--- config.mk ---
export PLATFORM = sky130hd
export DESIGN_NAME = rsq_top
export DESIGN_NICKNAME = d
export VERILOG_FILES = /design/src/core/rsq_timer.v /design/src/core/rsq_top.v
export VERILOG_INCLUDE_DIRS = /design/src /design/src/shared
export SDC_FILE = /design/constraint.sdc
export NUM_CORES = 1
export LEC_CHECK = 0
export BUFFER_PORTS_ARGS = -buffer_cell sky130_fd_sc_hd__buf_4
export CAP_MARGIN = 20
export CORE_UTILIZATION = 60
export DETAILED_ROUTE_END_ITERATION = 10
export PLACE_DENSITY = 0.9
export SYNTH_ARGS = -nofsm -noshare
export SYNTH_HDL_FRONTEND = slang
export SYNTH_HIERARCHICAL = 1
export SYNTH_SLANG_ARGS = --single-unit
export TNS_END_PERCENT = 10
--- constraint.sdc ---
create_clock -name clk -period 5.2 [get_ports clk]
set_input_delay 0.78 -clock clk [delete_from_list [all_inputs] [get_ports clk]]
set_output_delay 0.78 -clock clk [all_outputs]
set_load 0.1 [all_outputs]
--- src/shared/rsq_map.vh ---
`ifndef RSQ_MAP_VH
`define RSQ_MAP_VH

// timing: figures in their own unit, cycle counts at the 10 ns clock
`define RSQ_CLK_NS        10
`define RSQ_POWER_ON_DELAY_US       10
`define RSQ_REGULATOR_DELAY_US      10
`define RSQ_POWER_UP_TIMER_DELAY_MS      64
`define RSQ_TRST_US       20
`define RSQ_PLL_LOCK_TIME_US      20
`define RSQ_CLOCK_MONITOR_DELAY_US      100
`define RSQ_POWER_ON_DELAY_CYC      ((`RSQ_POWER_ON_DELAY_US * 1000) / `RSQ_CLK_NS)
`define RSQ_REGULATOR_DELAY_CYC     ((`RSQ_REGULATOR_DELAY_US * 1000) / `RSQ_CLK_NS)
`define RSQ_POWER_UP_TIMER_DELAY_CYC     ((`RSQ_POWER_UP_TIMER_DELAY_MS * 1000000) / `RSQ_CLK_NS)
`define RSQ_TRST_CYC      ((`RSQ_TRST_US * 1000) / `RSQ_CLK_NS)
`define RSQ_PLL_LOCK_TIME_CYC     ((`RSQ_PLL_LOCK_TIME_US * 1000) / `RSQ_CLK_NS)
`define RSQ_CLOCK_MONITOR_DELAY_CYC     ((`RSQ_CLOCK_MONITOR_DELAY_US * 1000) / `RSQ_CLK_NS)
`define RSQ_TMR_W         23
`define RSQ_OST_W         10
`define RSQ_OST_LAST      10'h3FF

// register offsets (byte addresses, one 32-bit word each)
`define RSQ_AW            8
`define RSQ_OFS_STATUS    8'h00
`define RSQ_OFS_OSCCTL    8'h04
`define RSQ_OFS_CALIB     8'h08
`define RSQ_OFS_FLASH     8'h0C
`define RSQ_OFS_SEQ       8'h10

// reset_cause_status fields
`define RSQ_B_TRAP        15
`define RSQ_B_BADOP       14
`define RSQ_B_CM          9
`define RSQ_B_VREG        8
`define RSQ_B_PIN         7
`define RSQ_B_SOFT        6
`define RSQ_B_SWDT        5
`define RSQ_B_WATCHDOG_TIMEOUT_FLAG        4
`define RSQ_B_SLEEP       3
`define RSQ_B_IDLE        2
`define RSQ_B_BOR         1
`define RSQ_B_POR         0
`define RSQ_STAT_POR_VAL  16'h0003
`define RSQ_STAT_MASK     16'hC3FF

// oscillator_control fields and source codes
`define RSQ_OSC_LSB       12
`define RSQ_OSC_FAIL_BIT  3
`define RSQ_OSC_FRC       3'h0
`define RSQ_OSC_FRCPLL    3'h1
`define RSQ_OSC_PRI       3'h2
`define RSQ_OSC_PRIPLL    3'h3
`define RSQ_OSC_SOSC      3'h4

`define RSQ_RESP_OKAY     2'b00
`define RSQ_RESP_SLVERR   2'b10

`endif

--- src/core/rsq_timer.v ---
`default_nettype none

// one-shot down counter: done rises load_val cycles after load
module rsq_timer #(
	parameter W = 23
) (
	input  wire         clk,      // system clock
	input  wire         rst,      // synchronous reset
	input  wire         ce,       // clock enable
	input  wire         load,     // start a new delay
	input  wire [W-1:0] load_val, // delay in cycles, at least one
	output reg          done      // delay expired, level
);
	reg [W-1:0] cnt;

	always @(posedge clk)
	begin
		if (rst)
		begin
			cnt  <= {W{1'b0}};
			done <= 1'b1;
		end
		else if (ce)
		begin
			if (load)
			begin
				cnt  <= load_val;
				done <= 1'b0;
			end
			else if (!done)
			begin
				cnt  <= cnt - {{(W-1){1'b0}}, 1'b1};
				done <= (cnt == {{(W-1){1'b0}}, 1'b1});
			end
		end
	end
endmodule

`default_nettype wire

--- src/core/rsq_top.v ---
`default_nettype none
`include "rsq_map.vh"

module rsq_top #(
	parameter [31:0] POWER_UP_TIMER_CYCLES = `RSQ_POWER_UP_TIMER_DELAY_CYC,
	parameter [31:0] CLOCK_FAIL_MONITOR_CYCLES = `RSQ_CLOCK_MONITOR_DELAY_CYC
) (
	input  wire                 clk,                    // 100 MHz clock
	input  wire                 rst,                    // power-on reset, sync high
	input  wire                 ce,                     // clock enable
	input  wire [`RSQ_AW-1:0]   s_axi_awaddr,           // write address
	input  wire                 s_axi_awvalid,          // write address valid
	output reg                  s_axi_awready,          // write address ready
	input  wire [31:0]          s_axi_wdata,            // write data
	input  wire [3:0]           s_axi_wstrb,            // write byte strobes
	input  wire                 s_axi_wvalid,           // write data valid
	output reg                  s_axi_wready,           // write data ready
	output reg  [1:0]           s_axi_bresp,            // write response
	output reg                  s_axi_bvalid,           // write response valid
	input  wire                 s_axi_bready,           // write response ready
	input  wire [`RSQ_AW-1:0]   s_axi_araddr,           // read address
	input  wire                 s_axi_arvalid,          // read address valid
	output reg                  s_axi_arready,          // read address ready
	output reg  [31:0]          s_axi_rdata,            // read data
	output reg  [1:0]           s_axi_rresp,            // read response
	output reg                  s_axi_rvalid,           // read data valid
	input  wire                 s_axi_rready,           // read data ready
	input  wire                 master_clear_pin_n,     // reset pin, low active
	input  wire                 brownout_in,            // supply monitor, high active
	input  wire                 osc_in,                 // oscillator, sampled
	input  wire                 watchdog_timeout,       // watchdog expiry
	input  wire                 soft_reset_req,         // reset instruction
	input  wire                 trap_conflict_req,      // trap conflict
	input  wire                 bad_opcode_req,         // illegal opcode
	input  wire                 uninit_wreg_req,        // uninitialised w register
	input  wire                 config_mismatch_req,    // configuration mismatch
	input  wire                 sleep_instr,            // power save, sleep
	input  wire                 idle_instr,             // power save, idle
	input  wire                 watchdog_fuse_enable,   // fuse, 1 = unprogrammed
	input  wire                 regulator_enable,       // on-chip regulator on
	input  wire                 clk_switch_enable,      // clock switching allowed
	input  wire [2:0]           initial_osc_select,     // config word two 10:8
	input  wire                 pri_is_crystal,         // primary osc is a crystal
	input  wire                 clock_fail_monitor_en,  // clock monitor enabled
	output reg                  master_system_reset,    // system reset, high
	output reg                  cpu_run,                // cpu may execute
	output reg                  sys_clk_ready,          // valid clock released
	output reg  [2:0]           current_osc_select,     // selected clock source
	output reg                  watchdog_enable,        // watchdog running
	output reg                  regulator_sleep_keep,   // regulator stays on in sleep
	output reg                  clock_monitor_active,   // clock monitor watching
	output reg                  clock_fail_switched     // fell back to fast rc
);
	localparam [2:0] S_HOLD  = 3'd0;
	localparam [2:0] S_POR   = 3'd1;
	localparam [2:0] S_START = 3'd2;
	localparam [2:0] S_INT   = 3'd3;
	localparam [2:0] S_RUN   = 3'd4;
	localparam [1:0] K_OTH   = 2'd0;
	localparam [1:0] K_BOR   = 2'd1;
	localparam [1:0] K_POR   = 2'd2;
	localparam [2:0] SEL_STATUS = 3'd0;
	localparam [2:0] SEL_OSC    = 3'd1;
	localparam [2:0] SEL_CALIB  = 3'd2;
	localparam [2:0] SEL_FLASH  = 3'd3;
	localparam [2:0] SEL_SEQ    = 3'd4;
	localparam [2:0] SEL_NONE   = 3'd7;
	localparam [31:0] POWER_ON_DELAY_C  = `RSQ_POWER_ON_DELAY_CYC;
	localparam [31:0] REGULATOR_DELAY_C = `RSQ_REGULATOR_DELAY_CYC;
	localparam [31:0] TRST_C  = `RSQ_TRST_CYC;
	localparam [31:0] PLL_LOCK_TIME_C = `RSQ_PLL_LOCK_TIME_CYC;

	function [2:0] reg_sel;
		input [`RSQ_AW-1:0] a;
		begin
			case (a)
				`RSQ_OFS_STATUS: reg_sel = SEL_STATUS;
				`RSQ_OFS_OSCCTL: reg_sel = SEL_OSC;
				`RSQ_OFS_CALIB:  reg_sel = SEL_CALIB;
				`RSQ_OFS_FLASH:  reg_sel = SEL_FLASH;
				`RSQ_OFS_SEQ:    reg_sel = SEL_SEQ;
				default:         reg_sel = SEL_NONE;
			endcase
		end
	endfunction

	function needs_ost;
		input [2:0] sel;
		input       xtal;
		begin
			needs_ost = (sel == `RSQ_OSC_SOSC) ||
				(xtal && (sel == `RSQ_OSC_PRI || sel == `RSQ_OSC_PRIPLL));
		end
	endfunction

	function needs_pll;
		input [2:0] sel;
		begin
			needs_pll = (sel == `RSQ_OSC_FRCPLL) || (sel == `RSQ_OSC_PRIPLL);
		end
	endfunction

	// pins from outside the clock domain: two flops before any use
	reg  [2:0] sync1;
	reg  [2:0] sync2;
	reg        osc_prev;
	wire       master_clear_pin_n_s = sync2[0];
	wire       bor_s    = sync2[1];
	wire       osc_s    = sync2[2];

	reg  [2:0]  state;
	reg  [2:0]  next_state;
	reg  [1:0]  kind;
	reg  [1:0]  next_kind;
	reg         rt_load;
	reg  [22:0] rt_val;
	wire        rt_done;
	reg  [15:0] stat;
	reg  [15:0] next_stat;
	reg  [15:0] calib;
	reg  [15:0] flash;
	reg  [2:0]  next_osc;
	reg  [`RSQ_OST_W-1:0] ost_cnt;
	reg         ost_done;
	reg         pll_need;
	wire        lock_done;
	wire        clock_fail_monitor_done;
	reg         mon_wait;
	reg         fail_flag;

	reg               aw_held;
	reg               w_held;
	reg [`RSQ_AW-1:0] aw_addr;
	reg [15:0]        w_data;
	reg [1:0]         w_strb;

	wire [22:0] startup_c = regulator_enable ? REGULATOR_DELAY_C[22:0] : POWER_UP_TIMER_CYCLES[22:0];
	wire src_pin  = ~master_clear_pin_n_s;
	wire src_any  = src_pin | bor_s | watchdog_timeout | soft_reset_req |
		trap_conflict_req | bad_opcode_req | uninit_wreg_req | config_mismatch_req;
	wire [1:0] src_kind   = bor_s ? K_BOR : K_OTH;
	wire       leave_hold = (state == S_HOLD) && !src_any;
	wire       clk_restart = leave_hold && (kind != K_OTH);
	wire       release_now = (state != S_RUN) && (next_state == S_RUN);
	wire       osc_edge = osc_s & ~osc_prev;
	wire       wr_commit = aw_held && w_held && !s_axi_bvalid;
	wire [2:0] wr_sel = reg_sel(aw_addr);
	wire [15:0] wmask = {{8{w_strb[1]}}, {8{w_strb[0]}}};
	wire       fail_switch = clock_monitor_active && clock_fail_monitor_en &&
		!sys_clk_ready && (current_osc_select != `RSQ_OSC_FRC);

	// reset sequencer
	always @*
	begin
		next_state = state;
		next_kind  = kind;
		rt_load    = 1'b0;
		rt_val     = TRST_C[22:0];
		if (src_any)
		begin
			next_state = S_HOLD;
			// a pending power-on or brownout sequence is not downgraded
			next_kind  = (state == S_RUN || src_kind > kind) ? src_kind : kind;
		end
		else
		begin
			case (state)
				S_HOLD:
				begin
					rt_load = 1'b1;
					if (kind == K_POR)
					begin
						next_state = S_POR;
						rt_val     = POWER_ON_DELAY_C[22:0];
					end
					else if (kind == K_BOR)
					begin
						next_state = S_START;
						rt_val     = startup_c;
					end
					else
						next_state = S_INT;
				end
				S_POR:
					if (rt_done)
					begin
						next_state = S_START;
						rt_load    = 1'b1;
						rt_val     = startup_c;
					end
				S_START:
					if (rt_done)
					begin
						next_state = S_INT;
						rt_load    = 1'b1;
					end
				S_INT:
					if (rt_done)
						next_state = S_RUN;
				S_RUN:
					next_state = S_RUN;
				default:
					next_state = S_HOLD;
			endcase
		end
	end

	rsq_timer #(.W(`RSQ_TMR_W)) u_rst_tmr (
		.clk      (clk),
		.rst      (rst),
		.ce       (ce),
		.load     (rt_load),
		.load_val (rt_val),
		.done     (rt_done)
	);

	// lock timer starts with the reset delay, not after it
	rsq_timer #(.W(`RSQ_TMR_W)) u_lock_tmr (
		.clk      (clk),
		.rst      (rst),
		.ce       (ce),
		.load     (clk_restart),
		.load_val (PLL_LOCK_TIME_C[22:0]),
		.done     (lock_done)
	);

	rsq_timer #(.W(`RSQ_TMR_W)) u_clock_fail_monitor_tmr (
		.clk      (clk),
		.rst      (rst),
		.ce       (ce),
		.load     (release_now),
		.load_val (CLOCK_FAIL_MONITOR_CYCLES[22:0]),
		.done     (clock_fail_monitor_done)
	);

	// clock source choice at reset release of the hold
	always @*
	begin
		next_osc = current_osc_select;
		if (leave_hold && (kind != K_OTH || !clk_switch_enable))
			next_osc = initial_osc_select;
		else if (fail_switch)
			next_osc = `RSQ_OSC_FRC;
	end

	// status: software merge first, hardware sets last so an event wins
	always @*
	begin
		next_stat = stat;
		if (wr_commit && wr_sel == SEL_STATUS)
			next_stat = (stat & ~wmask) | (w_data & wmask);
		if (sleep_instr || idle_instr)
			next_stat[`RSQ_B_WATCHDOG_TIMEOUT_FLAG] = 1'b0;
		if (bor_s)
			next_stat[`RSQ_B_BOR] = 1'b1;
		if (src_pin)
			next_stat[`RSQ_B_PIN] = 1'b1;
		if (soft_reset_req)
			next_stat[`RSQ_B_SOFT] = 1'b1;
		if (watchdog_timeout)
			next_stat[`RSQ_B_WATCHDOG_TIMEOUT_FLAG] = 1'b1;
		if (trap_conflict_req)
			next_stat[`RSQ_B_TRAP] = 1'b1;
		if (bad_opcode_req || uninit_wreg_req)
			next_stat[`RSQ_B_BADOP] = 1'b1;
		if (config_mismatch_req)
			next_stat[`RSQ_B_CM] = 1'b1;
		if (sleep_instr)
			next_stat[`RSQ_B_SLEEP] = 1'b1;
		if (idle_instr)
			next_stat[`RSQ_B_IDLE] = 1'b1;
		next_stat = next_stat & `RSQ_STAT_MASK;
	end

	always @(posedge clk)
	begin
		if (rst)
		begin
			// idle pin levels: a zero here would fake a pin reset after power-on
			sync1 <= 3'h1;
			sync2 <= 3'h1;
			osc_prev <= 1'b0;
			// power-on enters the hold; sequence starts once sources are quiet
			state <= S_HOLD;
			kind  <= K_POR;
			stat  <= `RSQ_STAT_POR_VAL;
			calib <= 16'h0000;
			flash <= 16'h0000;
			current_osc_select   <= `RSQ_OSC_FRC;
			ost_cnt              <= {`RSQ_OST_W{1'b0}};
			ost_done             <= 1'b0;
			pll_need             <= 1'b0;
			mon_wait             <= 1'b0;
			fail_flag            <= 1'b0;
			master_system_reset  <= 1'b1;
			cpu_run              <= 1'b0;
			sys_clk_ready        <= 1'b0;
			watchdog_enable      <= 1'b0;
			regulator_sleep_keep <= 1'b0;
			clock_monitor_active <= 1'b0;
			clock_fail_switched  <= 1'b0;
		end
		else if (ce)
		begin
			sync1    <= {osc_in, brownout_in, master_clear_pin_n};
			sync2    <= sync1;
			osc_prev <= osc_s;
			state    <= next_state;
			kind     <= next_kind;
			stat     <= next_stat;
			current_osc_select <= next_osc;
			if (wr_commit && wr_sel == SEL_CALIB)
				calib <= (calib & ~wmask) | (w_data & wmask);
			if (wr_commit && wr_sel == SEL_FLASH)
				flash <= (flash & ~wmask) | (w_data & wmask);

			// crystal start counter: 1024 sampled oscillator edges
			if (clk_restart)
			begin
				ost_cnt  <= {`RSQ_OST_W{1'b0}};
				ost_done <= !needs_ost(next_osc, pri_is_crystal);
				pll_need <= needs_pll(next_osc);
			end
			else if (fail_switch)
			begin
				ost_done <= 1'b1;
				pll_need <= 1'b0;
			end
			else if (!ost_done && osc_edge)
			begin
				ost_cnt  <= ost_cnt + {{(`RSQ_OST_W-1){1'b0}}, 1'b1};
				ost_done <= (ost_cnt == `RSQ_OST_LAST);
			end

			// other resets leave the clock ready; they keep the running source only while clock switching is allowed
			if (clk_restart)
				sys_clk_ready <= 1'b0;
			else
				sys_clk_ready <= fail_switch ||
					(ost_done && (lock_done || !pll_need));

			// monitor waits after release for crystal or pll sources
			if (next_state != S_RUN)
			begin
				clock_monitor_active <= 1'b0;
				mon_wait             <= 1'b0;
			end
			else if (release_now)
			begin
				mon_wait <= needs_ost(current_osc_select, pri_is_crystal) ||
					needs_pll(current_osc_select);
				clock_monitor_active <= !(needs_ost(current_osc_select,
					pri_is_crystal) || needs_pll(current_osc_select));
			end
			else if (mon_wait && clock_fail_monitor_done)
			begin
				mon_wait             <= 1'b0;
				clock_monitor_active <= 1'b1;
			end

			if (fail_switch)
				fail_flag <= 1'b1;
			clock_fail_switched  <= fail_flag | fail_switch;
			master_system_reset  <= (next_state != S_RUN);
			cpu_run              <= !master_system_reset && sys_clk_ready;
			watchdog_enable      <= watchdog_fuse_enable | next_stat[`RSQ_B_SWDT];
			regulator_sleep_keep <= next_stat[`RSQ_B_VREG];
		end
	end

	// register bus write side: address and data in either order
	always @(posedge clk)
	begin
		if (rst)
		begin
			s_axi_awready <= 1'b0;
			s_axi_wready  <= 1'b0;
			s_axi_bvalid  <= 1'b0;
			s_axi_bresp   <= `RSQ_RESP_OKAY;
			aw_held <= 1'b0;
			w_held  <= 1'b0;
			aw_addr <= {`RSQ_AW{1'b0}};
			w_data  <= 16'h0000;
			w_strb  <= 2'b00;
		end
		else if (ce)
		begin
			if (!aw_held && !s_axi_bvalid)
				s_axi_awready <= !(s_axi_awvalid && s_axi_awready);
			if (!w_held && !s_axi_bvalid)
				s_axi_wready <= !(s_axi_wvalid && s_axi_wready);
			if (s_axi_awvalid && s_axi_awready)
			begin
				aw_held <= 1'b1;
				aw_addr <= s_axi_awaddr;
			end
			if (s_axi_wvalid && s_axi_wready)
			begin
				w_held <= 1'b1;
				w_data <= s_axi_wdata[15:0];
				w_strb <= s_axi_wstrb[1:0];
			end
			if (wr_commit)
			begin
				aw_held      <= 1'b0;
				w_held       <= 1'b0;
				s_axi_bvalid <= 1'b1;
				// read-only and unmapped words answer with an error
				s_axi_bresp  <= (wr_sel == SEL_NONE || wr_sel == SEL_OSC ||
					wr_sel == SEL_SEQ) ? `RSQ_RESP_SLVERR : `RSQ_RESP_OKAY;
			end
			else if (s_axi_bvalid && s_axi_bready)
			begin
				s_axi_bvalid  <= 1'b0;
				s_axi_awready <= 1'b1;
				s_axi_wready  <= 1'b1;
			end
		end
	end

	// register bus read side
	always @(posedge clk)
	begin
		if (rst)
		begin
			s_axi_arready <= 1'b0;
			s_axi_rvalid  <= 1'b0;
			s_axi_rdata   <= 32'h0000_0000;
			s_axi_rresp   <= `RSQ_RESP_OKAY;
		end
		else if (ce)
		begin
			if (s_axi_arvalid && s_axi_arready)
			begin
				s_axi_arready <= 1'b0;
				s_axi_rvalid  <= 1'b1;
				s_axi_rresp   <= `RSQ_RESP_OKAY;
				s_axi_rdata   <= 32'h0000_0000;
				case (reg_sel(s_axi_araddr))
					SEL_STATUS: s_axi_rdata[15:0] <= stat;
					SEL_OSC:
					begin
						s_axi_rdata[`RSQ_OSC_LSB+2:`RSQ_OSC_LSB] <= current_osc_select;
						s_axi_rdata[`RSQ_OSC_FAIL_BIT] <= fail_flag;
					end
					SEL_CALIB:  s_axi_rdata[15:0] <= calib;
					SEL_FLASH:  s_axi_rdata[15:0] <= flash;
					SEL_SEQ:    s_axi_rdata[7:0]  <= {clock_monitor_active,
						sys_clk_ready, kind, 1'b0, state};
					default:    s_axi_rresp <= `RSQ_RESP_SLVERR;
				endcase
			end
			else if (s_axi_rvalid && s_axi_rready)
			begin
				s_axi_rvalid  <= 1'b0;
				s_axi_arready <= 1'b1;
			end
			else if (!s_axi_rvalid)
				s_axi_arready <= 1'b1;
		end
	end
endmodule

`default_nettype wire

* Word level (Yosys, flattened, before mapping)
Index checks and enable logic that the tools add are counted.
Word-level totals: word-level logic and storage cells 314, register bits after elaboration 205, output and inout bits 51, bits of input ports 79
Operators by class: eq/ne operators 44, add/subtract/negate cells 4, reduce and logical (&&, ||, !) cells 108, muxes and demuxes 87, bitwise operators 20, magnitude comparators 1
Operators by type and width (count):
- $mux W23 | 11
- $eq A23 B1 Y1 const B | 3
- $sub A23 B1 Y23 const B | 3
- $and A16 B16 Y16 | 4
- $reduce_and A2 Y1 | 28
- $mux W1 | 49
- $or A16 B16 Y16 | 3
- $pmux W23 S2 | 1
- $pmux W3 S5 | 3
- $eq A8 B4 Y1 const B | 4
- $eq A3 B2 Y1 const B | 10
- $mux W10 | 3
- $reduce_bool A2 Y1 | 14
- $mux W3 | 9
- $logic_and A1 B1 Y1 | 25
- $pmux W3 S4 | 2
- $eq A3 B3 Y1 const B | 7
- $eq A8 B3 Y1 const B | 2
- $eq A8 B5 Y1 const B | 2
- $logic_not A8 Y1 | 2
- $mux W16 | 1
- $not A16 Y16 | 1
- $pmux W4 S4 | 1
- $eq A3 B1 Y1 const B | 5
- 24 further kinds | 71

* Depth between registers and ports, before layout
Gate-level depths: netlist of run 1.
word-level depth 18, gate-level depth with buffers 11, depth with buffers taken out 9

* Modules after synthesis
The synthesis of run 1 kept the hierarchy.
Modules (own cells, without submodules):
- rsq_top | area an instance 6032.0 um^2, instances 1, seq. area each 2602.5 um^2, cells each 713
- rsq_timer | area an instance 1561.5 um^2, instances 3, seq. area each 480.5 um^2, cells each 203

* Worst setup path after synthesis of run 1
Ideal clock, no wire load.
path kind input port to flip-flop, start point input port bad_opcode_req, end point register u_lock_tmr.cnt[17], stages on the path 8, required time 5078 ps, path slack 1886 ps, arrival time 3192 ps, cells stage by stage or4b_1 clkbuf_2 or4_1 inv_1 clkinv_1 a21oi_1 o22ai_1 o311a_1
On the way: cells in the longest elaborated chain, start to end 8, elaborated cells on any way between the ends 9
RTL lines:
- start, declared | line rsq_top.v:34 | input wire bad_opcode_req,
- $or A1 B1 Y1 * (3 in a row) | line rsq_top.v:140 | trap_conflict_req | bad_opcode_req | uninit_wreg_req | config_mismatch_req;
- $logic_not A1 Y1 * | line rsq_top.v:142 | wire leave_hold = (state == S_HOLD) && !src_any;
- $logic_and A1 B1 Y1 * | line rsq_top.v:142
- $logic_and A1 B1 Y1 * | line rsq_top.v:143 | wire clk_restart = leave_hold && (kind != K_OTH);
- net clk_restart | line rsq_top.v:143
- $ne A2 B2 Y1 (no line)
- $reduce_and A2 Y1 (no line)
- end signal, assigned | line rsq_timer.v:20 | cnt <= {W{1'b0}};
- end signal, assigned | line rsq_timer.v:27 | cnt <= load_val;
- end signal, assigned | line rsq_timer.v:32 | cnt <= cnt - {{(W-1){1'b0}}, 1'b1};
- end, declared | line rsq_timer.v:14 | reg [W-1:0] cnt;
The timed path passes the listed nets; every way through them passes the cells marked *. A chain may end at the register's enable or synchronous reset.

* Final worst setup path of run 1
start point input port bad_opcode_req, end point register u_lock_tmr.cnt[18]
The elaborated chain is that of the path after synthesis.

==> flow_summary_export.csv, run 1 <==
group,metric,value,unit
synth,synth_area_leaders,"dfxtp_1 38%, nand2_1 7.5%, mux2i_1 6.4%",
critical_path,r2r_setup_slack,1.56,ns
floorplanning,fp-row-count,48,
placement,port_buffers,93,
global_route,grt_pass1_wl,48.7,mm
floorplanning,initial_core_util,61.7,%
critical_path,endpoint,"u_lock_tmr/cnt[18]",
cts,numCtsBuffers,22,
critical_path,crit_path_start,"bad_opcode_req",
route,wl_per_cell,17.9,um
cts,hold_buffers,0,
cells_and_area,design_area,12400,um2
sta,min_period,3.66,ns
synth,synth_top_area_share,37.7,%
cts,cts_tree,"built",
critical_path,crit_required,5.63,ns
synth,synth_edf_count,0,
critical_path,reg2regPathDepth,8,
synth,synth_top_area_cell,"dfxtp_1",
cells_and_area,utilization,71.5,%
route,via_per_inst,6.45,
critical_path,r2r-end,"u_lock_tmr/cnt[18]",
global_route,grt_usage,32.3,%
sta,slew_violations,0,
cts,ctsResizeCount,0,
run,cap_violations,0,
cts,clockBufferDepth,3,
sta,hold_violations,0,
synth,ys_types,75,
cells_and_area,fillCellCount,1246,
placement,dp_hpwl,19.8,mm
sta,rsz0062_at_grt,"false",
run_status,status,"complete, no violations",
synth,netlist_top_cells_count,"215 x nand2_1, 202 x dfxtp_1, 84 x nor2_1, 83 x a21oi_1, 68 x mux2i_1",
synth,synth-main-ff-cell,"dfxtp_1",
cells_and_area,syn_to_final_growth,15.8,%
synth,ys_ff_latch,202,
global_route,grt_max_degree,88,
route,vias,10800,
floorplanning,die-area,18400,um2
floorplanning,pin_count,130,
cells_and_area,drive_gt1_share,11.7,%
cts,path_clk_slew,0.06,ns
cts,cts_root_buffer,"clkbuf_16",
critical_path,rr_startpoint,"sync2[1]",
route,route.antenna.remaining_nets,0,
cells_and_area,diodes,0,
placement,place_area,11600,um2
critical_path,critical_path_class,"input port to register",
sta,tns,0,ns
cells_and_area,final_nets,1524,
critical_path,cp.arrival,4.09,ns
synth,synth_warnings,6,
cts,htreeDepth,1,
critical_path,cp-start-kind,"input port",
route,drc_errors,0,
global_route,antenna_found_initial,0,
sta,maxClockFrequency,273,MHz
floorplanning,die_x,136,um
cts,post-cts-setup-buffer-count,0,
synth,seq_area_frac_synth,37.7,%
route,wirelength,30.0,mm
synth,synth.avg_cell_area,8.11,um2
sta,tightest_slew,1.10,ns
synth,yosysMostFrequentCell,"nand2_1",
sta,maxSlewHeadroom,26.6,%
cts,cts.sinks,202,
critical_path,critPathCaptureType,"register",
synth,async_flop_share,0,%
sta,timing.final.crit_share,70.4,%
floorplanning,die_h,136,um
pwr,ir_drop,0.219,mV
synth,syn_inst,1322,
sta,finalClockSkew,0.00756,ns
worst_hold_path,min_path_type,"register to register",
pwr,p_leak,0.00495,uW
route,drt_first_pass_iters,6,
critical_path,path_max_fanout,33,
global_route,grt_pass1_vias,9976,
synth,synth_area,10700,um2
sta,setup_viol,0,
floorplanning,coreArea,17400,um2
pwr,powerDensity,289,nW/um2
placement,place.gp.congestion,0.915,
sta,hold_slack,0.456,ns
worst_hold_path,hold_depth,2,
cts,clk_latency,0.51,ns
global_route,grt.overflow.total,0,
route,drt_iter0_drc,1177,
==> layout by cell type (no fill, tap or decap), drive strengths merged, types with 15 or more instances in the layout <==
master and instances:
nand3 34, mux2i 68, o211ai 17, inv 46, dfxtp 202, nand2 215
or4 36, a21oi 83, a31oi 35, o311ai 15, nor4 25, nor3 32
or3 19, o21ai 41, conb 76, a22oi 15, nor2 84, nand4 24
clkbuf 33, buf 102
==> kinds of logic after synthesis <==
group | share of synthesized area (%)
AO/OA/AOI/OAI | 21.6
multiplexers | 6.56
AND/OR/NAND/NOR | 26.7
adder cells (fa/ha/maj) | 1.49
XOR/XNOR | 0.245
other | 0.0701
flip-flops | 37.7
buffers and inverters | 5.56
==> critical path, cell delays in order <==
cell and delay (ns):
buf_4 0.13, or4b_1 0.68, or4_1 0.71, inv_1 0.13, buf_4 0.32, nand2b_1 0.18
nand2_1 0.35, or4_1 0.62, a31oi_1 0.17
==> final cells by class <==
cell class              count  area [um2]  area share (%)
clock buffers              33         663            5.34
multi-input cells        1056        6360            51.3
inverters                  49         184            1.48
well taps                 225         282            2.27
repair buffers            102         766            6.17
flip-flops and latches    202        4040            32.6
clock inverters             6         105           0.847
==> per-layer routing <==
| layer | track usage, % | vias to the layer above | wire length (um) |
|---|---|---|---|
| met4 | 11.4 | 0 | 780 |
| met2 | 53.0 | 585 | 14100 |
| met5 | 0 | - | 0 |
| met3 | 4.83 | 81 | 2880 |
| li1 | - | 5080 | - |
| met1 | 43.0 | 5039 | 12200 |
==> where the power goes <==
| group | leakage (uW) | total, uW | internal (uW) | switching (uW) |
|---|---|---|---|---|
| Combinational | 0.00294 | 339 | 99.4 | 240 |
| Sequential | 0.00163 | 1600 | 1570 | 26.2 |
| Clock | 0.000379 | 1660 | 1030 | 629 |
| Total | 0.00495 | 3590 | 2700 | 895 |
==> worst min-delay path by stage <==
stage | to | from | slack (ns)
floorplan | mon_wait | mon_wait | 0.43
global placement | s_axi_rdata[10] | s_axi_rdata[10] | 0.44
detailed placement | register | register | 0.45
CTS | w_data[10] | w_data[10] | 0.46
global route | w_data[10] | w_data[10] | 0.48
finish | w_data[10] | w_data[10] | 0.46
==> per-stage QoR <==
step	std cells	total power [uW]	worst slack [ns]
finish	1673	3590	1.54
detailed placement	1633	1960	1.09
floorplan	1396	1870	1.89
global placement	1633	1950	1.15
CTS	1672	3590	1.60
global route	1673	3690	1.43
Note: power is estimated with default switching activity, not from simulation.
==> inputs of run 2 (changes only) <==
CORE_UTILIZATION = 53   (was 60)
PLACE_DENSITY = 0.85   (was 0.9)
clock period = 3.1 ns   (was 5.2 ns; I/O delays follow)
==> flow_summary_export.csv, run 2 (same netlist as run 1, synthesis figures left out) <==
group,metric,value,unit
run_status,status,"complete, no violations",
sta,tightest_slew,0.887,ns
critical_path,crit_required,3.45,ns
cts,cts_root_buffer,"clkbuf_16",
critical_path,r2r_setup_slack,0.20,ns
floorplanning,die_x,144,um
worst_hold_path,hold_depth,3,
cts,htreeDepth,1,
pwr,powerDensity,458,nW/um2
cts,numCtsBuffers,22,
route,route.antenna.remaining_nets,0,
cts,post-cts-setup-buffer-count,0,
cells_and_area,instances_no_fill,1748,
critical_path,max_stage_delay,0.50,ns
route,met1_length,13.1,mm
critical_path,r2r-end,"u_lock_tmr/cnt[9]",
critical_path,critical_path_class,"register to register",
run,cap_violations,0,
global_route,grt_pass1_vias,9910,
critical_path,rr_startpoint,"kind[1]",
worst_hold_path,min_from,"osc_in",
worst_hold_path,min_to,"sync1[2]",
route,drt_first_pass_iters,5,
sta,timing.final.crit_share,93.7,%
critical_path,path_cells,"inv_1 -> ha_1 -> or3_1 -> or4_1 -> inv_1 -> nand2b_1 -> nand2_1 -> buf_4 -> o311ai_0 -> o31ai_1",
global_route,grt_pass1_wl,48.6,mm
cts,path_clk_slew,0.06,ns
global_route,grt.overflow.total,0,
floorplanning,fp-row-count,51,
sta,setup_viol,0,
critical_path,crit_top_cell,"inv_1",
cts,ctsResizeCount,0,
route,wl_met3,2.35,mm
route,drc_errors,0,
sta,min_period,2.90,ns
route,drt_iter0_drc,1138,
cts,hold_buffers,0,
route,top_layer_used,"met4",
sta,tns,0,ns
sta,slew_violations,0,
sta,maxClockFrequency,344,MHz
cells_and_area,syn_to_final_growth,18.3,%
sta,hold_violations,0,
critical_path,worst_path_dominant_cell_family,"simple AND/OR/NAND/NOR gates",
cells_and_area,drive_gt1_share,13.6,%
route,wirelength,30.0,mm
cells_and_area,mostFrequentLayoutCell,"nand2_1",
pwr,p_leak,0.00509,uW
floorplanning,initial_core_util,54.5,%
pwr,ir_drop,0.372,mV
critical_path,cp.buffers_inverters,3,
global_route,antenna_found_initial,0,
global_route,grt_max_degree,133,
sta,maxSlewHeadroom,40.6,%
cells_and_area,final_nets,1560,
floorplanning,pin_count,130,
placement,dp_cells,1709,
critical_path,cp.arrival,3.26,ns
floorplanning,die-area,20800,um2
critical_path,path_max_fanout,11,
global_route,grt_usage,28.8,%
critical_path,cpMaxStageDelayCell,"or4_1",
sta,rsz0062_at_grt,"false",
cts,clockBufferDepth,3,
route,vias,10800,
cells_and_area,diodes,0,
route,wl_met2,13.8,mm
cts,cts.sinks,202,
placement,place.gp.congestion,0.936,
placement,dp_hpwl,20.6,mm
route,via_per_inst,6.18,
critical_path,critPathCaptureType,"register",
critical_path,cp-start-kind,"register",
placement,port_buffers,93,
worst_hold_path,min_path_type,"input port to register",
route,wl_per_cell,17.2,um
cells_and_area,final_cell_mix,"215 x nand2_1, 202 x dfxtp_1, 136 x buf_4",
floorplanning,coreArea,19700,um2
sta,finalClockSkew,0.00832,ns
floorplanning,die_h,144,um
cts,clk_latency,0.50,ns
critical_path,reg2regPathDepth,10,
cts,cts_tree,"built",
cells_and_area,utilization,64.5,%
run 2: cell count changes in the layout (fill, tap and decap cells not counted), sizes merged:
cell and delta:
bufinv -2, buf +36, clkbuf +1
run 2: area by class of cell:
cell class,instances,area [um2]
clock inverter,4,45.0
timing repair buffer,138,1060
sequential,202,4040
clock buffer,34,647
fill,1601,6980
tap,265,332
inverter,49,184
multi-input combinational,1056,6360
run 2: worst max-delay path by stage:
stage,from,endpoint,slack [ns],cells past startpoint
6_report,kind[1],u_lock_tmr/cnt[9],0.20,10
5_1_grt,kind[1],u_lock_tmr/cnt[0],0.008,11
2_1_floorplan,bad_opcode_req,u_lock_tmr/cnt[17],0.10,8
3_5_place_dp,bad_opcode_req,u_lock_tmr/cnt[10],0.06,10
3_3_place_gp,bad_opcode_req,u_lock_tmr/cnt[10],0.09,10
4_1_cts,kind[1],u_lock_tmr/cnt[9],0.21,10
run 2: worst register-to-register path: stages, from the launching register on:
cell and delay, ns:
dfxtp_1 0.38, inv_1 0.11, ha_1 0.22, or3_1 0.36
or4_1 0.50, inv_1 0.11, nand2b_1 0.13, nand2_1 0.16
buf_4 0.23, o311ai_0 0.39, o31ai_1 0.15
run 2: layer usage:
metal	vias to the layer above	global-route usage [%]
li1	5129	-
met1	5119	37.9
met2	480	47.6
met3	71	4.54
met4	0	10.0
met5	-	0
run 2: metrics by stage:
stage | hold WS [ns] | total power, uW | area, um2 | worst slack [ns]
floorplan | 0.432 | 3140 | 11000 | 0.101
global route | 0.222 | 5970 | 12700 | 0.00778
detailed placement | 0.446 | 3300 | 12000 | 0.0630
finish | 0.209 | 5800 | 12700 | 0.195
global placement | 0.435 | 3290 | 12000 | 0.0941
CTS | 0.204 | 5800 | 12700 | 0.212
run 2: power by group:
group | internal (uW) | leakage [uW] | switching (uW)
sequential | 2630 | 0.00163 | 42.6
combinational | 176 | 0.00312 | 404
clock | 1510 | 0.000340 | 1030
